$ cat config.mk
export PLATFORM = sky130hd
export DESIGN_NAME = fcs_regs
export DESIGN_NICKNAME = d
export VERILOG_FILES = /design/src/fcs_pkg.sv /design/src/fcs_regs.sv
export SDC_FILE = /design/constraint.sdc
export NUM_CORES = 1
export LEC_CHECK = 0
export BUFFER_PORTS_ARGS = -buffer_cell sky130_fd_sc_hd__buf_2
export CORE_UTILIZATION = 49
export DETAILED_ROUTE_END_ITERATION = 8
export GPL_ROUTABILITY_DRIVEN = 0
export PLACE_DENSITY = 0.86
export SLEW_MARGIN = 40
export SYNTH_ARGS = -nofsm -noshare
export SYNTH_HDL_FRONTEND = slang
export SYNTH_SLANG_ARGS = --single-unit
$ cat constraint.sdc
create_clock -name clk_sys -period 2.6 [get_ports clk_sys]
set_clock_uncertainty 0.1 [all_clocks]
set_input_delay 0.26 -clock clk_sys [delete_from_list [all_inputs] [get_ports clk_sys]]
set_output_delay 0.26 -clock clk_sys [all_outputs]
set_load 0.01 [all_outputs]
$ cat src/fcs_pkg.sv
// package for the floating-point unit configuration and status register bank
package fcs_pkg;

  // register byte addresses on the apb
  localparam logic [7:0] CFG_ADDR  = 8'h00;
  localparam logic [7:0] STAT_ADDR = 8'h04;
  localparam logic [7:0] EVT_ADDR  = 8'h08;

  // configuration field positions
  localparam int DUAL_FILE_BIT   = 6;
  localparam int OUT_BYPASS_BIT  = 5;
  localparam int PIPE_BYPASS_BIT = 4;
  localparam int FLUSH_ZERO_BIT  = 3;
  localparam int HALF_ORDER_BIT  = 2;
  localparam int RND_HI_BIT      = 1;
  localparam int RND_LO_BIT      = 0;
  localparam int MASK_LO_BIT     = 21;

  // status field positions
  localparam int BELOW_BIT   = 31;
  localparam int GREATER_BIT = 30;
  localparam int EQUAL_BIT   = 29;
  localparam int LARGE_BIT   = 28;
  localparam int BADOP_BIT   = 27;
  localparam int SMALL_BIT   = 26;
  localparam int IMPREC_BIT  = 25;
  localparam int ZDIV_BIT    = 24;
  localparam int PORTA_BIT   = 20;
  localparam int PORTB_BIT   = 19;
  localparam int FAULT_BIT   = 18;
  localparam int IRQEN_BIT   = 12;

  // reset values; exception masks all enabled, output bypass set
  localparam logic [31:0] CFG_RESET  = 32'hffe0_0020;
  localparam logic [31:0] CFG_WMASK  = 32'hffe0_007f;
  localparam logic [31:0] STAT_RESET = 32'h0000_0000;
  localparam logic [31:0] ZERO_WORD  = 32'h0000_0000;

  // rounding modes
  typedef enum logic [1:0] {
    RND_NEAREST = 2'b00,
    RND_ZERO    = 2'b01,
    RND_POS_INF = 2'b10,
    RND_NEG_INF = 2'b11
  } fcs_round_type;

  // controls handed to the datapath
  typedef struct packed {
    logic          dual_file_write;
    logic          output_reg_bypass;
    logic          pipeline_reg_bypass;
    logic          flush_to_zero_select;
    logic          operand_half_order;
    fcs_round_type round_mode;
    logic [10:0]   exc_mask;
  } fcs_ctrl_type;

  // per-operation result events from the datapath
  typedef struct packed {
    logic valid;
    logic is_compare;
    logic below;
    logic greater;
    logic equal;
    logic too_large;
    logic bad_op;
    logic too_small;
    logic imprecise;
    logic zero_divisor;
    logic port_a_special;
    logic port_b_special;
    logic [10:0] exc_src;
  } fcs_event_type;

endpackage

$ cat src/fcs_regs.sv
// configuration and status register bank of the floating-point unit
//
// The implementer's own choices: register access over APB and the address map.
`timescale 1ns/1ns

// Behaviour
// - dual_file_write set makes every register write hit both files alike.
// - output_reg_bypass set makes output registers transparent; resets to one.
// - pipeline_reg_bypass set makes pipeline registers transparent; resets to zero.
// - flush_to_zero_select set forces denormal operands and results to zero.
// - operand_half_order zero sends upper half first, one sends lower first.
// - rounding select codes nearest, toward zero, plus infinity, minus infinity.
// - mask bit one enables an exception; enabled exception sets fault flag.
// - in ieee mode denormal operands accepted and denormal results allowed.
// - status register 32 bits, cleared at reset except irq enable in coprocessor.
// - status bit 31 is result sign, or A below B on compare.
// - status bit 30 set when compare finds A greater than B.
// - status bit 29 shows zero result, or A equals B on compare.
// - status bit 28 set on result beyond largest magnitude.
// - status bit 27 set on invalid operation or incoming nan.
// - status bit 26 set on inexact tiny result; flushed in flush mode.
// - status bit 25 set when delivered result is inexact.
// - status bit 24 set on division by zero divisor.
// - status bit 18 is OR of exceptions enabled by masks.
// - status bit 12 enables fault interrupt; resets by operating mode.
// - status bits 20 and 19 flag special value on port A, port B.
module fcs_regs
  import fcs_pkg::*;
#(
  parameter int NUM_EXC = 11
)(
  input  wire logic                 clk_sys,
  input  wire logic                 srst,
  input  wire logic                 coproc_mode,
  input  wire logic                 psel,
  input  wire logic                 penable,
  input  wire logic                 pwrite,
  input  wire logic [7:0]           paddr,
  input  wire logic [31:0]          pwdata,
  output logic      [31:0]          prdata,
  output logic                      pready,
  output logic                      pslverr,
  input  wire fcs_pkg::fcs_event_type evt,
  input  wire logic                 rf_wr_en,
  input  wire logic                 rf_wr_sel_b,
  output logic                      rf_wr_a,
  output logic                      rf_wr_b,
  input  wire logic                 op_denormal,
  output logic                      op_flush,
  output fcs_pkg::fcs_ctrl_type     ctrl,
  output logic                      fault_irq
);
  import fcs_pkg::*;

  initial
  begin
    if (NUM_EXC != 11)
      $error("fcs_regs: NUM_EXC must be 11 to fit the mask field");
  end

  logic [31:0] cfg_q;
  logic [31:0] cfg_d;
  logic [31:0] stat_q;
  logic [31:0] stat_d;
  logic        mode_meta_q;
  logic        mode_q;
  logic        irqen_rst_q;
  logic [31:0] prdata_q;
  logic [31:0] prdata_d;

  // address decode, shared by the read and write paths
  function automatic logic hit(input logic [7:0] a, input logic [7:0] base);
    return a == base;
  endfunction

  wire wr_access  = psel && penable && pwrite;
  wire rd_setup   = psel && !penable && !pwrite;
  wire hit_cfg    = hit(paddr, CFG_ADDR);
  wire hit_stat   = hit(paddr, STAT_ADDR);
  wire hit_evt    = hit(paddr, EVT_ADDR);
  wire mapped     = hit_cfg || hit_stat || hit_evt;
  wire wr_cfg     = wr_access && hit_cfg;
  wire wr_stat    = wr_access && hit_stat;

  // zero wait states; unmapped addresses answer with an error
  assign pready  = 1'b1;
  assign pslverr = psel && penable && !mapped;

  // configuration next value; only defined fields are writable
  assign cfg_d = wr_cfg ? ((pwdata & CFG_WMASK) | (cfg_q & ~CFG_WMASK)) : cfg_q;

  // datapath controls
  assign ctrl.dual_file_write      = cfg_q[DUAL_FILE_BIT];
  assign ctrl.output_reg_bypass    = cfg_q[OUT_BYPASS_BIT];
  assign ctrl.pipeline_reg_bypass  = cfg_q[PIPE_BYPASS_BIT];
  assign ctrl.flush_to_zero_select = cfg_q[FLUSH_ZERO_BIT];
  assign ctrl.operand_half_order   = cfg_q[HALF_ORDER_BIT];
  assign ctrl.round_mode = fcs_round_type'({cfg_q[RND_HI_BIT], cfg_q[RND_LO_BIT]});
  assign ctrl.exc_mask   = cfg_q[MASK_LO_BIT +: NUM_EXC];

  // register-file write steering: both files when paired
  assign rf_wr_a = rf_wr_en && (cfg_q[DUAL_FILE_BIT] || !rf_wr_sel_b);
  assign rf_wr_b = rf_wr_en && (cfg_q[DUAL_FILE_BIT] || rf_wr_sel_b);

  // denormals pass in ieee mode, flush to zero otherwise
  assign op_flush = op_denormal && cfg_q[FLUSH_ZERO_BIT];

  // enabled exceptions
  wire enabled_exc = |(evt.exc_src & cfg_q[MASK_LO_BIT +: NUM_EXC]);

  // status next value; hardware events win over a software write
  always_comb
  begin
    stat_d = wr_stat ? pwdata : stat_q;
    stat_d[FAULT_BIT] = stat_q[FAULT_BIT] && !(wr_stat && !pwdata[FAULT_BIT]);
    if (evt.valid)
    begin
      stat_d[BELOW_BIT]   = evt.below;
      stat_d[GREATER_BIT] = evt.is_compare && evt.greater;
      stat_d[EQUAL_BIT]   = evt.equal;
      stat_d[LARGE_BIT]   = evt.too_large;
      stat_d[BADOP_BIT]   = evt.bad_op;
      stat_d[SMALL_BIT]   = evt.too_small;
      stat_d[IMPREC_BIT]  = evt.imprecise;
      stat_d[ZDIV_BIT]    = evt.zero_divisor;
      stat_d[PORTA_BIT]   = evt.port_a_special;
      stat_d[PORTB_BIT]   = evt.port_b_special;
      if (enabled_exc)
        stat_d[FAULT_BIT] = 1'b1;
    end
  end

  // read mux, registered in the setup cycle
  assign prdata_d = !rd_setup ? prdata_q :
                    hit_cfg   ? cfg_q :
                    hit_stat  ? stat_q :
                    hit_evt   ? {31'h0000_0000, mode_q} : ZERO_WORD;

  // interrupt gated by the status enable
  assign fault_irq = stat_q[FAULT_BIT] && stat_q[IRQEN_BIT];
  assign prdata    = prdata_q;

  // configuration register
  always_ff @(posedge clk_sys)
  begin
    if (srst)
      cfg_q <= CFG_RESET;
    else
      cfg_q <= cfg_d;
  end

  // mode strap is a pin: two stages, only the second one is read
  // the reset image follows one cycle after reset so the strap is settled
  always_ff @(posedge clk_sys)
  begin
    mode_meta_q <= coproc_mode;
    mode_q      <= mode_meta_q;
    irqen_rst_q <= srst;
  end

  // status register; irq enable loaded from mode after reset
  always_ff @(posedge clk_sys)
  begin
    if (srst)
      stat_q <= STAT_RESET;
    else if (irqen_rst_q)
      stat_q <= stat_d | ({31'h0000_0000, mode_q} << IRQEN_BIT);
    else
      stat_q <= stat_d;
  end

  always_ff @(posedge clk_sys)
  begin
    if (srst)
      prdata_q <= ZERO_WORD;
    else
      prdata_q <= prdata_d;
  end
endmodule

# --- Word-level counts from Yosys, hierarchy flattened ---
# Cells that the tools add are included.
word_totals:
  ram_bits: 0
  latchBits: 0
  n_memories: 0
  input_bits: 72
  word_cells: 45
  regBits: 99
  rom_bits: 0
classes:
  mul: 0
  eq_ne: 2
  order_cmp: 0
  div_mod_pow: 0
  n_bitwise: 3
  n_mux: 8
  n_addsub: 0
  n_reduce_logical: 26
  shift: 0
ops:
  columns: ["operator", "n"]
  rows:
  - ["32-bit 2-to-1 mux", 4]
  - ["32-bit by 13-bit bitwise OR with 32-bit output", 1]
  - ["32-bit by 21-bit bitwise OR with 32-bit output", 1]
  - ["1-bit logical AND", 14]
  - ["11-bit AND", 1]
  - ["11-bit OR reduction", 1]
  - ["8-bit by 3-bit == test with 1-bit output, second input constant", 1]
  - ["8-bit by 4-bit == test with 1-bit output, second input constant", 1]
  - ["8-bit logical NOT", 1]
  - ["8-bit 2-to-1 mux", 1]
  - ["1-bit logical NOT", 6]
  - ["1-bit logical OR", 4]
  - ["3-bit 2-to-1 mux", 1]
  - ["1-bit 2-to-1 mux", 2]

# --- Longest topological paths before layout ---
logic_depth:
  ltp_word: 10
  ltp_mapped: 7

# --- Worst setup path before layout ---
# Ideal clock, no wire load.
synth_timing:
  kind: "in2reg"
  startpoint: "input paddr[5]"
  endpoint: "register stat_q[25]"
  slack_ns: 0.471
  cell_stages: 7
  arrival_ns: 1.880
  setup_ns: 0.149
  t_required_ns: 2.351
  path_cell_list: "or4_1 -> buf_2 -> or4_4 -> buf_6 -> buf_6 -> nor3_2 -> a2111oi_2"
synth_between:
  elab_chain_cells: 6
synth_lines:
  columns: ["element", "line_no", "rtl"]
  rows:
  - ["start: declaration", "fcs_regs.sv:38", "input wire logic [7:0] paddr,"]
  - ["8-bit by 3-bit == test with 1-bit output (*)", "fcs_regs.sv:73", "return a == base;"]
  - ["1-bit logical AND (*)", "fcs_regs.sv:83", "wire wr_stat = wr_access && hit_stat;"]
  - ["32-bit 2-to-1 mux (*)", "fcs_regs.sv:114", "stat_d = wr_stat ? pwdata : stat_q;"]
  - ["8-bit 2-to-1 mux (*)", "fcs_regs.sv:116", "if (evt.valid)"]
  - ["32-bit by 13-bit bitwise OR with 32-bit output", "fcs_regs.sv:167", "stat_q <= stat_d | ({31'h0000_0000, mode_q} << IRQEN_BIT);"]
  - ["32-bit 2-to-1 mux (*)", "fcs_regs.sv:166", "else if (irqen_rst_q)"]
  - ["end signal: assignment", "fcs_regs.sv:167", null]
  - ["end signal: assignment", "fcs_regs.sv:169", "stat_q <= stat_d;"]
  - ["end: declaration", "fcs_regs.sv:63", "logic [31:0] stat_q;"]
# Every way passes the cells marked *; elsewhere a longest branch is shown, timed or not.
# A chain may end at the register's enable or synchronous reset.

# --- Final worst setup path ---
layout_timing:
  startpoint: "input paddr[5]"
  endpoint: "register stat_q[31]"
# The elaborated chain is that of the path after synthesis.

==> impl_results.rst <==
.. list-table::
   :header-rows: 1

   * - Metric
     - Value
   * - P per Cell Area
     - around 570 nW/um^2
   * - Path type of the worst setup path
     - in -> reg
   * - Area of the mapped netlist
     - approximately 3500 sq um
   * - Largest net degree at the start of global routing
     - 45
   * - Top-level I/O count
     - between 100 and 150
   * - Leading cell types in the layout, fill and taps excluded
     - sky130_fd_sc_hd__buf_2 (126), sky130_fd_sc_hd__dfxtp_1 (85), sky130_fd_sc_hd__nor2_1 (51), sky130_fd_sc_hd__nand2_1 (45), sky130_fd_sc_hd__a21oi_1 (34)
   * - Element type at the critical path end
     - flip-flop
   * - Residual DRC count
     - 0
   * - Pre-CTS setup slack
     - ~0.33 ns
   * - Final count of pins violating max slew
     - 0
   * - Worst hold endpoint
     - stat_q[10]
   * - Port Buffers
     - about 130
   * - Required time at the worst-slack endpoint
     - roughly 2.7 ns
   * - Count of cells along the worst hold path
     - 3
   * - Worst path buffer plus inverter count
     - 3
   * - Chip Width
     - 86.4 microns
   * - Aggregate negative setup slack
     - 0 ns
   * - Post-synthesis register bit count
     - 85
   * - Number of instances in the placed design
     - ~600
   * - Floorplan die area
     - roughly 7500 sq um
   * - Diodes inserted
     - 0
   * - Number of inserted filler cells in the final layout
     - approximately 600
   * - Most common library cell in the layout ignoring fill and taps
     - sky130_fd_sc_hd__buf_2
   * - Reg2Reg Depth
     - 4
   * - TritonCTS clock tree
     - done
   * - Time the final worst path needs with I/O delays and setup
     - 1.91 ns
   * - Final net count
     - roughly 570
   * - Hold WC Path Type
     - in -> reg
   * - Number of enable flip-flop cells after synthesis
     - 0
   * - R2r endpoint
     - stat_q[18]
   * - Buffers inserted by post-CTS timing repair
     - 0
   * - Finished Core Util
     - about two thirds
   * - Core Rows
     - 30
   * - Worst vdd rail ir drop
     - around 0.00037 V
   * - DRT Pass-1 Iters
     - 5
   * - Ys async rst share
     - 0%
   * - Syn Nets
     - 458
   * - Hold Violations, Final
     - 0
   * - Fraction of layout cells with a size suffix above 1
     - 37.6%
   * - Cts bufs inserted
     - 9
   * - Chip Height
     - between 80 and 90 microns
   * - Leakage power
     - ~1.8 nW
   * - Clock-pin slew on the worst setup and hold paths
     - roughly 0.080 ns
   * - Aggregate global routing overflow
     - 0
   * - Clock latency of the later-clocked register in the worst-skew pair
     - 0.35 ns
   * - Syn-to-layout area delta
     - 26.6%
   * - Library cell used as clock root buffer
     - sky130_fd_sc_hd__clkbuf_8
   * - Sink Count
     - 85
   * - Sequential-to-total area share from yosys stat
     - between 40% and 50%
   * - Startpoint type of the worst setup path
     - primary input
   * - Synth unique cells
     - 39
   * - Routed via count divided by cell count
     - 5.33
   * - Arrival time worst endpoint
     - between 2 and 2.5 ns
   * - Final worst setup slack
     - ~0.69 ns
   * - Launch instance of the worst register-to-register path
     - cfg_q[22]
   * - Area used by multi-input combinational logic
     - ~1600 sq um
   * - Category of cells accounting for the largest share of critical-path delay
     - simple AND/OR/NAND/NOR gates
   * - Clock tree buffer depth
     - 2
   * - Cell-by-cell trace of the critical path
     - buf_2, or4_1, buf_4, nor4_4, buf_12, nor3_1, a2111oi_0
   * - Stage delay of the slowest cell on the critical path
     - around 0.54 ns
   * - Vias
     - 3,201
   * - Peak Freq
     - around 0.52 GHz
   * - HP Start
     - pwdata[10]
   * - Post-DRT Antenna Nets
     - 0
   * - Post-Synthesis Mean Instance Area
     - 9.05 sq um
   * - Number of instances in the synthesized netlist
     - slightly below 400
   * - Via count of the first global-routing pass
     - between 3,000 and 4,000
   * - Area of the placeable core
     - 6830 sq um
   * - Count of non-filler cells in the finished layout
     - 601
   * - Setup slack of the worst register-to-register path
     - about 1.3 ns
   * - Routed wire per std cell
     - around 14 microns
   * - Total power
     - 2.53 mW
   * - Detailed router's first-iteration violation count
     - ~120
   * - Ys Warns
     - 0
   * - Status
     - finished clean
   * - Storage cell area
     - around 1700 sq um
   * - Wirelength, routed
     - roughly 8600 microns
   * - Highest net fanout along the worst path
     - 31
   * - Period Utilization, post-route
     - 73.6%
   * - Starting density of the core
     - between 50 and 60%
   * - GRT Total Usage
     - 24.1%
   * - Maximum level of the CTS H-tree
     - 3
   * - Most used flip-flop cell after synthesis
     - sky130_fd_sc_hd__dfxtp_1
   * - Initial antenna violation count
     - 0
   * - Worst rel slew slack
     - between 50 and 60%
   * - Slew at the pin closest to its max-slew limit
     - around 0.64 ns
   * - Max-cap check violation count
     - 0
   * - Setup repair after global routing missed its margin
     - no
   * - Critical-path top delay cell
     - sky130_fd_sc_hd__or4_1
   * - Detailed placer's ending HPWL
     - 6050 microns
   * - Final setup violation count
     - 0
   * - Global-route wire length before repair
     - 14,000 microns
[cell families (layout without fill, tap and decap cells)]
| kind of cell | count (synthesis) | after routing | synth area share, % |
|---|---|---|---|
| and+or+nand+nor | 143 | 143 | 20.0 |
| buffers and inverters | 46 | 165 | 5.95 |
| DFF | 85 | 85 | 48.7 |
| AOI/OAI and AO/OA | 88 | 88 | 18.0 |
| other | 1 | 1 | 0.107 |
| muxes | 23 | 23 | 7.17 |
[per-stage QoR]
| stage | hold WS [ns] | cell area (sq um) |
|---|---|---|
| 2_1_floorplan | 0.188 | 3490 |
| 3_3_place_gp | 0.215 | 4190 |
| 3_5_place_dp | 0.220 | 4190 |
| 4_1_cts | 0.0483 | 4420 |
| 5_1_grt | 0.0463 | 4420 |
| 6_report | 0.0495 | 4420 |
[per-layer routing]
layer,global-route usage [%],up-vias,wire length [microns],share of wire [%]
met4,11.7,0,161,1.9
met5,0,-,0,0
met1,28.4,1491,3500,41
met3,4.48,12,488,5.7
met2,42.4,112,4410,52
li1,-,1586,-,-
[what timing repair did]
item / CTS / global route
hold buffers: 1 / 0
endpoints found under the hold margin: 1 / 0
gates resized for setup: 0 / 0
setup endpoints to repair: 0 / 0
[worst register-to-register path, stage by stage (launching register included)]
cell	delay, ns
sky130_fd_sc_hd__dfxtp_1	0.36
sky130_fd_sc_hd__a22o_1	0.23
sky130_fd_sc_hd__a221oi_1	0.25
sky130_fd_sc_hd__a31o_2	0.23
sky130_fd_sc_hd__a21oi_1	0.06
[cell usage after synthesis, types with 6 or more instances]
library cell                number  area, sq um
sky130_fd_sc_hd__inv_1          12         45.0
sky130_fd_sc_hd__a21oi_1        34          170
sky130_fd_sc_hd__a22oi_1        32          240
sky130_fd_sc_hd__nor2_1         51          191
sky130_fd_sc_hd__mux2_2         16          180
sky130_fd_sc_hd__dfxtp_1        85         1700
sky130_fd_sc_hd__nor3_2          8         80.1
sky130_fd_sc_hd__nor3_1         25          125
sky130_fd_sc_hd__nand2_1        45          169
sky130_fd_sc_hd__buf_2           7         35.0
sky130_fd_sc_hd__mux2i_1         7         70.1
sky130_fd_sc_hd__clkbuf_1       22         82.6
sky130_fd_sc_hd__a2111oi_2       6         90.1
[state kept, by name (all words and copies together) (netlist names)]
name         cells
cfg_q           18
irqen_rst_q      1
mode_meta_q      1
mode_q           1
prdata          32
stat_q          32
[power by group]
part | leakage, nW | internal [mW] | switching, mW
Combinational | 1.03 | 0.0855 | 0.101
Sequential | 0.689 | 1.32 | 0.00821
Clock | 0.106 | 0.569 | 0.453
[worst max path at each step]
stage | slack, ns | cells past startpoint | to | startpoint
floorplan | 0.47 | 7 | stat_q[25] | paddr[5]
global placement | 0.41 | 7 | stat_q[20] | paddr[5]
detailed placement | 0.33 | 7 | stat_q[20] | paddr[5]
CTS | 0.69 | 7 | stat_q[20] | paddr[5]
global route | 0.56 | 7 | stat_q[20] | paddr[5]
finish | 0.69 | 7 | stat_q[31] | paddr[5]
[area by class of cell]
| type | instances | share of cell area, % |
|---|---|---|
| Sequential cell | 85 | 38.5 |
| Clock inverter | 5 | 1.90 |
| Multi-Input combinational cell | 255 | 35.9 |
| Tap cell | 96 | 2.72 |
| Clock buffer | 11 | 3.20 |
| Inverter | 12 | 1.02 |
| Timing Repair Buffer | 137 | 16.8 |
Note: power is estimated with default switching activity, not from simulation.
